## src/include/timer16_pkg.sv

```systemverilog
// Constants, types and register map of the 16-bit capture timer.
package timer16_pkg;

    // ********************
    // Widths and map
    // ********************
    localparam int unsigned ADDR_W = 6;
    localparam logic [5:0] ADDR_CTRL_A = 6'h00;
    localparam logic [5:0] ADDR_CTRL_B = 6'h01;
    localparam logic [5:0] ADDR_CNT_L = 6'h02;
    localparam logic [5:0] ADDR_CNT_H = 6'h03;
    localparam logic [5:0] ADDR_CAP_L = 6'h04;
    localparam logic [5:0] ADDR_CAP_H = 6'h05;
    localparam logic [5:0] ADDR_FLAGS = 6'h06;
    localparam logic [5:0] ADDR_IRQ_EN = 6'h07;
    localparam logic [5:0] ADDR_CMP_CS = 6'h08;

    // ********************
    // Field positions
    // ********************
    localparam int unsigned CTRLB_FILT_BIT = 7;
    localparam int unsigned CTRLB_EDGE_BIT = 6;
    localparam int unsigned CTRLB_WGM_LSB = 3;
    localparam int unsigned CTRLA_WGM_LSB = 0;
    localparam int unsigned FLAG_CAP_BIT = 5;
    localparam int unsigned FLAG_OVF_BIT = 0;
    localparam int unsigned CMP_SEL_BIT = 2;

    // ********************
    // Values and counts
    // ********************
    localparam logic [15:0] CNT_BOTTOM = 16'h0000;
    localparam logic [15:0] CNT_MAX = 16'hFFFF;
    localparam logic [15:0] TOP_8BIT = 16'h00FF;
    localparam logic [15:0] TOP_9BIT = 16'h01FF;
    localparam logic [15:0] TOP_10BIT = 16'h03FF;
    localparam logic [15:0] CNT_RST = 16'h0000;
    localparam logic [7:0] BYTE_RST = 8'h00;
    localparam logic [9:0] PRESC_RST = 10'h000;
    localparam int unsigned FILTER_SAMPLES = 4;

    typedef enum logic [2:0] {
        CS_STOP = 3'b000,
        CS_DIV1 = 3'b001,
        CS_DIV8 = 3'b010,
        CS_DIV64 = 3'b011,
        CS_DIV256 = 3'b100,
        CS_DIV1024 = 3'b101,
        CS_EXT_FALL = 3'b110,
        CS_EXT_RISE = 3'b111
    } clock_select_t;

    typedef struct packed {
        logic rd;
        logic wr;
        logic [5:0] addr;
        logic [7:0] wdata;
    } io_req_t;

    typedef struct packed {
        logic [15:0] count;
        logic count_down;
        logic [7:0] latch;
        logic [15:0] capture;
        logic [3:0] waveform_mode;
        logic [2:0] clock_select;
        logic noise_filter_enable;
        logic edge_rise;
        logic comparator_capture_select;
        logic capture_flag;
        logic overflow_flag;
        logic capture_irq_enable;
        logic overflow_irq_enable;
        logic [9:0] presc;
        logic ext_prev;
        logic trig_prev;
        logic [7:0] rdata;
        logic capture_irq;
        logic overflow_irq;
    } timer_state_t;

    typedef struct packed {
        logic [3:0] hist;
        logic level;
    } filt_state_t;

endpackage

```

## src/verilog/sync2.sv

```systemverilog
// Two-stage synchroniser for asynchronous event inputs.
`timescale 1ns/100ps
module sync2 #(
    parameter int unsigned W = 1
) (
    // Clock and reset
    input wire logic clk_sys,
    input wire logic rst,
    // Data
    input wire logic [W-1:0] async_in,
    output logic [W-1:0] sync_out
);
    import timer16_pkg::*;

    // The first stage feeds only the second; nothing else may look at it.
    logic [1:0][W-1:0] stage_q;
    logic [1:0][W-1:0] stage_d;

    always_comb begin
        stage_d = {stage_q[0], async_in};
    end

    always_ff @(posedge clk_sys or posedge rst) begin
        if (rst) begin
            stage_q <= '0;
        end else begin
            stage_q <= stage_d;
        end
    end

    assign sync_out = stage_q[1];
endmodule

```

## src/verilog/noise_filter.sv

```systemverilog
// Four-sample agreement filter for the capture trigger.
`timescale 1ns/100ps
module noise_filter (
    // Clock and reset
    input wire logic clk_sys,
    input wire logic rst,
    // Control and data
    input wire logic enable,
    input wire logic sample_in,
    output logic level_out
);
    import timer16_pkg::*;

    filt_state_t q;
    filt_state_t d;

    // Runs on the system clock so that the prescaler setting never changes its delay.
    // Judging the registered history, not the incoming sample, gives a five-cycle lag from sample_in to level_out.
    always_comb begin
        d = q;
        d.hist = {q.hist[2:0], sample_in};
        if (!enable) begin
            d.level = sample_in;
        end else if (q.hist == 4'hF) begin
            d.level = 1'b1;
        end else if (q.hist == 4'h0) begin
            d.level = 1'b0;
        end
    end

    always_ff @(posedge clk_sys or posedge rst) begin
        if (rst) begin
            q <= '0;
        end else begin
            q <= d;
        end
    end

    assign level_out = q.level;
endmodule

```

## src/verilog/counter16_capture.sv

```systemverilog
// 16-bit up/down timer with shared high-byte latch and input capture.
`timescale 1ns/100ps

// How it works
// 16-bit counter counts up, down or clears
// Clock select zero stops the counter
// High byte goes through latch on low access
// Counter accessible with or without timer tick
// CPU count write beats counting
// Waveform mode sets sequence and overflow flag
// Software keeps shared-latch sequences uninterrupted
// Matching edge copies count into capture
// Capture flag sets with the copy
// Enabled flag requests irq, cleared on service
// Writing one clears capture flag
// Capture low read loads latch for high
// Capture writable only in capture-top modes
// Comparator select switches trigger source
// Trigger inputs synchronised and edge detected
// Filter changes after four agreeing samples
// Filter enable in control B, system clock
// Capture off in capture-top modes
// Own port drive on pin triggers captures
// New capture overwrites unread value
// Software flips edge and clears flag
// Avoid capture while top value changes
// One shared latch, low write loads all
// Edge select picks rising or falling
module counter16_capture (
    // Clock and reset
    input wire logic clk_sys,
    input wire logic rst,
    // I/O register port
    input wire timer16_pkg::io_req_t io_req,
    output logic [7:0] io_rdata,
    // Event and count inputs
    input wire logic capture_pin,
    input wire logic comparator_output,
    input wire logic external_count_pin,
    // Interrupt service
    input wire logic capture_irq_ack,
    input wire logic overflow_irq_ack,
    output logic capture_irq,
    output logic overflow_irq
);
    import timer16_pkg::*;

    timer_state_t q;
    timer_state_t d;
    logic [2:0] sync_s;
    logic trig_raw;
    logic trig_f;
    logic timer_tick;
    logic icr_top;
    logic dual_slope;
    logic ctc_mode;
    logic [15:0] top_val;
    logic cap_evt;
    logic ovf_evt;
    logic cnt_wr;
    logic cap_clr;

    // ********************
    // Input path
    // ********************
    sync2 #(.W(3)) u_sync (
        .clk_sys(clk_sys),
        .rst(rst),
        .async_in({external_count_pin, comparator_output, capture_pin}),
        .sync_out(sync_s)
    );

    // The pin input is the pad level, so software driving the port reaches it too.
    assign trig_raw = q.comparator_capture_select ? sync_s[1] : sync_s[0];

    noise_filter u_filt (
        .clk_sys(clk_sys),
        .rst(rst),
        .enable(q.noise_filter_enable),
        .sample_in(trig_raw),
        .level_out(trig_f)
    );

    // ********************
    // Mode decode
    // ********************
    always_comb begin
        icr_top = 1'b0;
        dual_slope = 1'b0;
        ctc_mode = 1'b0;
        top_val = CNT_MAX;
        case (q.waveform_mode)
            4'h1, 4'h5: top_val = TOP_8BIT;
            4'h2, 4'h6: top_val = TOP_9BIT;
            4'h3, 4'h7: top_val = TOP_10BIT;
            4'h8, 4'hA, 4'hC, 4'hE: begin
                icr_top = 1'b1;
                top_val = q.capture;
            end
            default: top_val = CNT_MAX;
        endcase
        case (q.waveform_mode)
            4'h1, 4'h2, 4'h3, 4'h8, 4'h9, 4'hA, 4'hB: dual_slope = 1'b1;
            4'h4, 4'hC: ctc_mode = 1'b1;
            default: dual_slope = 1'b0;
        endcase
    end

    // ********************
    // Timer tick
    // ********************
    always_comb begin
        case (clock_select_t'(q.clock_select))
            CS_STOP: timer_tick = 1'b0;
            CS_DIV1: timer_tick = 1'b1;
            CS_DIV8: timer_tick = q.presc[2:0] == 3'h7;
            CS_DIV64: timer_tick = q.presc[5:0] == 6'h3F;
            CS_DIV256: timer_tick = q.presc[7:0] == 8'hFF;
            CS_DIV1024: timer_tick = q.presc == 10'h3FF;
            CS_EXT_FALL: timer_tick = q.ext_prev && !sync_s[2];
            CS_EXT_RISE: timer_tick = !q.ext_prev && sync_s[2];
            default: timer_tick = 1'b0;
        endcase
    end

    assign cnt_wr = io_req.wr && io_req.addr == ADDR_CNT_L;
    assign cap_clr = (io_req.wr && io_req.addr == ADDR_FLAGS && io_req.wdata[FLAG_CAP_BIT])
        || capture_irq_ack;
    // Capture is blocked while the capture register serves as the top value.
    assign cap_evt = !icr_top && trig_f != q.trig_prev && trig_f == q.edge_rise;

    // ********************
    // Next state
    // ********************
    always_comb begin
        d = q;
        ovf_evt = 1'b0;
        d.presc = q.presc + 10'h001;
        d.ext_prev = sync_s[2];
        d.trig_prev = trig_f;

        if (timer_tick) begin
            if (dual_slope) begin
                if (!q.count_down) begin
                    if (q.count >= top_val) begin
                        d.count_down = 1'b1;
                        d.count = q.count - 16'h0001;
                    end else begin
                        d.count = q.count + 16'h0001;
                    end
                end else if (q.count == CNT_BOTTOM) begin
                    d.count_down = 1'b0;
                    d.count = q.count + 16'h0001;
                    ovf_evt = 1'b1;
                end else begin
                    d.count = q.count - 16'h0001;
                end
            end else begin
                d.count_down = 1'b0;
                d.count = (q.count == top_val) ? CNT_BOTTOM : q.count + 16'h0001;
                ovf_evt = q.count == CNT_MAX || (!ctc_mode && q.count == top_val);
            end
        end

        // Register writes come after counting so that they override it.
        if (io_req.wr) begin
            case (io_req.addr)
                ADDR_CTRL_A: d.waveform_mode[1:0] = io_req.wdata[CTRLA_WGM_LSB +: 2];
                ADDR_CTRL_B: begin
                    d.noise_filter_enable = io_req.wdata[CTRLB_FILT_BIT];
                    d.edge_rise = io_req.wdata[CTRLB_EDGE_BIT];
                    d.waveform_mode[3:2] = io_req.wdata[CTRLB_WGM_LSB +: 2];
                    d.clock_select = io_req.wdata[2:0];
                end
                ADDR_CNT_H, ADDR_CAP_H: d.latch = io_req.wdata;
                ADDR_CNT_L: d.count = {q.latch, io_req.wdata};
                ADDR_CAP_L: begin
                    if (icr_top) begin
                        d.capture = {q.latch, io_req.wdata};
                    end
                end
                ADDR_FLAGS: begin
                    if (io_req.wdata[FLAG_OVF_BIT]) begin
                        d.overflow_flag = 1'b0;
                    end
                end
                ADDR_IRQ_EN: begin
                    d.capture_irq_enable = io_req.wdata[FLAG_CAP_BIT];
                    d.overflow_irq_enable = io_req.wdata[FLAG_OVF_BIT];
                end
                ADDR_CMP_CS: d.comparator_capture_select = io_req.wdata[CMP_SEL_BIT];
                default: d.latch = q.latch;
            endcase
        end

        if (cap_clr) begin
            d.capture_flag = 1'b0;
        end
        if (overflow_irq_ack) begin
            d.overflow_flag = 1'b0;
        end

        // Events are applied last: a set in the clearing cycle is never lost.
        if (ovf_evt) begin
            d.overflow_flag = 1'b1;
        end
        if (cap_evt) begin
            d.capture = q.count;
            d.capture_flag = 1'b1;
        end

        d.rdata = BYTE_RST;
        if (io_req.rd) begin
            case (io_req.addr)
                ADDR_CTRL_A: d.rdata = {6'h00, q.waveform_mode[1:0]};
                ADDR_CTRL_B: d.rdata = {q.noise_filter_enable, q.edge_rise, 1'b0,
                    q.waveform_mode[3:2], q.clock_select};
                ADDR_CNT_L: begin
                    d.rdata = q.count[7:0];
                    d.latch = q.count[15:8];
                end
                ADDR_CAP_L: begin
                    d.rdata = q.capture[7:0];
                    d.latch = q.capture[15:8];
                end
                ADDR_CNT_H, ADDR_CAP_H: d.rdata = q.latch;
                ADDR_FLAGS: d.rdata = {2'b00, q.capture_flag, 4'h0, q.overflow_flag};
                ADDR_IRQ_EN: d.rdata = {2'b00, q.capture_irq_enable, 4'h0,
                    q.overflow_irq_enable};
                ADDR_CMP_CS: d.rdata = {5'h00, q.comparator_capture_select, 2'b00};
                default: d.rdata = BYTE_RST;
            endcase
        end

        d.capture_irq = q.capture_flag && q.capture_irq_enable;
        d.overflow_irq = q.overflow_flag && q.overflow_irq_enable;
    end

    always_ff @(posedge clk_sys or posedge rst) begin
        if (rst) begin
            q <= '0;
        end else begin
            q <= d;
        end
    end

    assign io_rdata = q.rdata;
    assign capture_irq = q.capture_irq;
    assign overflow_irq = q.overflow_irq;
endmodule

```

## config.mk

```make
export PLATFORM = sky130hd
export DESIGN_NAME = counter16_capture
export DESIGN_NICKNAME = d
export VERILOG_FILES = /design/src/include/timer16_pkg.sv /design/src/verilog/sync2.sv /design/src/verilog/noise_filter.sv /design/src/verilog/counter16_capture.sv
export SDC_FILE = /design/constraint.sdc
export NUM_CORES = 1
export LEC_CHECK = 0
export ABC_AREA = 1
export BUFFER_PORTS_ARGS = -buffer_cell sky130_fd_sc_hd__buf_2
export CORE_MARGIN = 1.5
export CORE_UTILIZATION = 40
export CTS_BUF_LIST = sky130_fd_sc_hd__clkbuf_16
export CTS_CLUSTER_SIZE = 10
export DETAILED_ROUTE_END_ITERATION = 12
export SYNTH_ARGS = -nofsm -noshare
export SYNTH_HDL_FRONTEND = slang
export SYNTH_SLANG_ARGS = --single-unit
```

## constraint.sdc

```tcl
create_clock -name clk_sys -period 4.3 [get_ports clk_sys]
set_input_delay 0.86 -clock clk_sys [delete_from_list [all_inputs] [get_ports clk_sys]]
set_output_delay 0.86 -clock clk_sys [all_outputs]
set_load 0.05 [all_outputs]
```

After elaboration in Yosys (flattened, before gate mapping). Cells that the tools add are included.

Register bits after elaboration: 88. Input bits: 23. Output and inout port bits: 10.

Reduce and logical (&&, ||, !) cells: 39. Add/subtract/negate cells: 3. Equality and inequality tests: 38. $lt $le $gt $ge: 1. Muxes and demuxes: 44.

Operators with widths (number): $mux 16 (8); $pmux 16 s4 (1); $pmux 8 s8 (1); $mux 17 (3); $mux 34 (1); $eq 4x4->1 const B (7); $eq 6x3->1 const B (4); $mux 8 (3); $mux 1 (20); $add 16x1->16 const B (1); $eq 16x16->1 (1); $eq 16x16->1 const B (1); $eq 4x3->1 const B (4); $ge 16x16->1 (1); $logic_not 16->1 (1); $pmux 8 s2 (1); $sub 16x1->16 const B (1); $eq 3x3->1 const B (5); $eq 6x2->1 const B (2); $add 10x1->10 const B (1); $eq 10x10->1 const B (1); $reduce_or 2->1 (5); $logic_and 1x1->1 (9); $reduce_bool 3->1 (3); 25 further kinds (40).

Logic depth before layout (Yosys ltp).
Depth in word-level cells: 10. Mapped depth: 20. Depth with buffers taken out: 18.

Hierarchy. Synthesis repeated with hierarchy kept, for this count alone.

Cell total of the unflattened synthesis: 768. Area, all modules: 5675.4 sq um.

Modules (own cells, without submodules): counter16_capture (times used 1, cells an instance 744, seq. area each 1926.8 sq um, area each 5346.4 sq um); noise_filter (times used 1, cells an instance 17, seq. area each 125.1 sq um, area each 175.2 sq um); sync2 (times used 1, cells an instance 7, seq. area each 150.1 sq um, area each 153.9 sq um).

Worst setup path after synthesis. Ideal clock, no wire load.

Path type: reg-to-reg. Start: register q[35] (netlist bit). End: register q[61] (netlist bit). Period minus slack after synthesis: 2.823 ns. Cell stages (with the launch flop): 16. Setup slack: 1.477 ns. Required time: 4.171 ns. Path buffers: 3. Arrival time: 2.694 ns. Cell sequence: dfrtp_1 inv_1 nor2_1 clkbuf_1 a21oi_1 a21oi_1 ha_1 nand2_1 nor2_1 nand3_1 or3_1 clkbuf_8 and2_1 buf_4 nor2_2 o22ai_1.

RTL lines: start, declared (RTL line counter16_capture.sv:48) `timer_state_t q;`; start signal, assigned (RTL line counter16_capture.sv:241) `q <= '0;`; start signal, assigned (RTL line counter16_capture.sv:243) `q <= d;`.

==> results_dict.tcl <==
set metrics [dict create \
    outcome "finished clean" \
    grt_max_degree 65 \
    criticalPathCategory "reg -> reg" \
    p_per_area_nw_per_um2 586.4 \
    core_region_area_um2 13930 \
    min_period_ns 3.273 \
    synth.area.top_cells "dfrtp_1 39%, nand2_1 8.8%, inv_1 6.4%, o21ai_0 6.1%, nor2_1 4.8%" \
    rsz0062_at_grt "false" \
    crit_path_start_kind "flop" \
    slew_viol_final 0 \
    dp_hpwl_um 12480 \
    synth_top_cell_area_share_pct 38.50 \
    vias_per_cell 5.688 \
    drtAntennaViolNets 0 \
    syn_inst 740 \
    drive_above_1_share_pct 10.44 \
    fin_crit_sh_pct 76.11 \
    wirelength_um 17030 \
    clockBufferDepth 2 \
    ys_seq_elements 88 \
    yosysTopAreaCell "dfrtp_1" \
    cts.clk_slew.worst_paths_ns 0.07 \
    reg2reg_to "q[72]" \
    power.total_mw 3.646 \
    globalRouteTotalUtil_pct 23.83 \
    wire_per_inst_um 18.18 \
    synth_cell_types 48 \
    pwr-share-seq_pct 37.3 \
    synth_edf_count 0 \
    synth_commonest_cells "134 x nand2_1, 98 x inv_1, 88 x dfrtp_1, 73 x nor2_1, 70 x o21ai_0" \
    die_x_um 122.6 \
    place_congestion 0.9876 \
    max_freq_mhz 305.5 \
    cts_tree "built" \
    total_leakage_power_nw 2.960 \
    clock-sinks 88 \
    ir_drop_mv 0.2670 \
    clock_latency_ns 0.35 \
    drt_iter0_drc 520 \
    combPwrFrac_pct 38.2 \
    start_util_pct 41.04 \
    internal-power_mw 2.035 \
    overflow 0 \
    crit_path_max_fanout 11 \
    die_area_um2 15020 \
    p_switching_mw 1.611 \
    portBuffers 32 \
    drcViolationCount 0 \
    std_cell_rows 43 \
    vias 5330 \
    area_growth_pct 8.707 \
    nets 795 \
    cap_violations 0 \
    die_y_um 122.6 \
    final_util_pct 44.62 \
    synth-main-ff-cell "dfrtp_1" \
    cp.arrival_ns 3.50 \
    final.setup.tns_ns 0 \
    end_kind "flop" \
    cts_root_buffer "clkbuf_16" \
    synth_area_um2 5719 \
    cts-hold-fix-buffers 0 \
    htreeDepth 3 \
    first_pass_iters 6 \
    tightestPinTransition_ns 1.127 \
    yosysWarnings 0 \
    cts_inserted_buffers 9 \
    synthArstFlopShare_pct 100.0 \
    diodes 0 \
    swShare_pct 44.17 \
    r2r_slack_ns 1.03 \
    syn-num-nets 783 \
    antenna_found_initial 0 \
    min_delay_path_depth 0 \
    ctsResizeCount 0 \
    grt_pass1_wl_um 26850 \
    syn_avg_cell_area_um2 7.729 \
    worstHoldStart "u_sync.stage_d[5]" \
    grt_pass1_vias 5042 \
    fin_skew_ns 0.008906 \
    setup_viol 0 \
    rr_worst_depth 12 \
    min_path_type "reg -> reg" \
    cp.required_ns 4.53 \
    timing.rr.start "q[35]" \
    min_delay_worst_endpoint "u_sync.sync_out[2]" \
    nFillCells 1419 \
    ys_seq_area_share_pct 38.50 \
    yosysMostFrequentCell "nand2_1" \
    boundaryPins 33 \
    finalHoldViolations 0 \
    slew_headroom_pct 24.88 \
    clkPwrFrac_pct 24.6 \
    cts_setup_buffers 0 \
]
## routing by layer
layer	share of wire, %	wire, um	GRT usage, %	vias up
li1	-	-	-	2489
met1	42	7211	31.27	2540
met2	46	7906	38.20	247
met3	6.9	1178	3.578	54
met4	4.3	736	12.21	0
met5	0	0	0	-
## how the worst max path moves through the flow
stage	endpoint	depth (start not counted)	slack, ns	start
final	q[72]	12	1.03	q[35]
after global routing	q[73]	15	0.73	q[35]
after CTS	q[71]	12	1.10	q[35]
after detailed placement	q[71]	12	1.14	q[35]
after global placement	q[74]	12	1.31	q[35]
after floorplan	capture_irq	1	1.16	rst
## registers in the layout (all words and copies together) (netlist names)
register	cells
q	67
u_filt.q	1
u_sync.stage_d	3
overflow_irq	1
io_rdata	8
capture_irq	1
u_filt.d	3
u_filt.level_out	1
u_sync.sync_out	3
## critical path, stage by stage, from the launching register on
cell and delay [ns]:
dfrtp_1 0.41, inv_1 0.12, nor2_1 0.53, a21oi_1 0.29, a21oi_1 0.26, ha_1 0.18, nand2_1 0.05, nor2_1 0.16
nand3_1 0.11, or3_1 0.48, and2_1 0.35, nand3_1 0.13, a21oi_1 0.08
## stage by stage
step / instance area (um2) / worst slack (ns) / instances / hold slack [ns]
floorplan: 5719 / 1.161 / 740 / 0.3312
global placement: 5884 / 1.310 / 921 / 0.3341
detailed placement: 5884 / 1.135 / 921 / 0.3347
CTS: 6217 / 1.097 / 937 / 0.3514
global route: 6217 / 0.7350 / 937 / 0.3590
finish: 6217 / 1.027 / 937 / 0.3502
## power by group through the flow
| stage | clock network (mW) | logic, mW | registers [mW] |
|---|---|---|---|
| 2_1_floorplan | 0 | 1.16 | 1.20 |
| 3_3_place_gp | 0 | 1.33 | 1.36 |
| 3_5_place_dp | 0 | 1.36 | 1.36 |
| 4_1_cts | 0.909 | 1.37 | 1.35 |
| 5_1_grt | 0.951 | 1.58 | 1.37 |
| 6_report | 0.895 | 1.39 | 1.36 |
## placed cells by master, fill, tap and decap left out, types with 13 or more instances in the layout
cell type	Yosys	layout
a21oi_1	30	30
buf_2	5	32
dfrtp_1	88	88
ha_1	20	20
inv_1	98	97
nand2_1	134	134
nand3_1	39	39
nand4_1	22	22
nor2_1	73	73
o211ai_1	13	13
o21ai_0	70	70
o22ai_1	22	22
xor2_1	27	27
## logic make-up after synthesis
| logic type | share of synthesized area, % |
|---|---|
| XOR/XNOR | 4.135 |
| AND/OR/NAND/NOR | 24.20 |
| AO/OA/AOI/OAI | 17.11 |
| adder cells (fa/ha/maj) | 4.375 |
| buffers and inverters | 11.49 |
| multiplexers | 0.1969 |
| flip-flops | 38.50 |
## area by class of cell
| class | instances | area (um2) | share of cell area, % |
|---|---|---|---|
| multi-input combinational | 511 | 2860 | 46.01 |
| sequential | 88 | 2202 | 35.42 |
| inverter | 104 | 391.6 | 6.299 |
| clock buffer | 9 | 225.2 | 3.622 |
| tap | 180 | 225.2 | 3.622 |
| timing repair buffer | 38 | 205.2 | 3.300 |
| clock inverter | 7 | 107.6 | 1.731 |
Power figures use the tool's default switching activity.
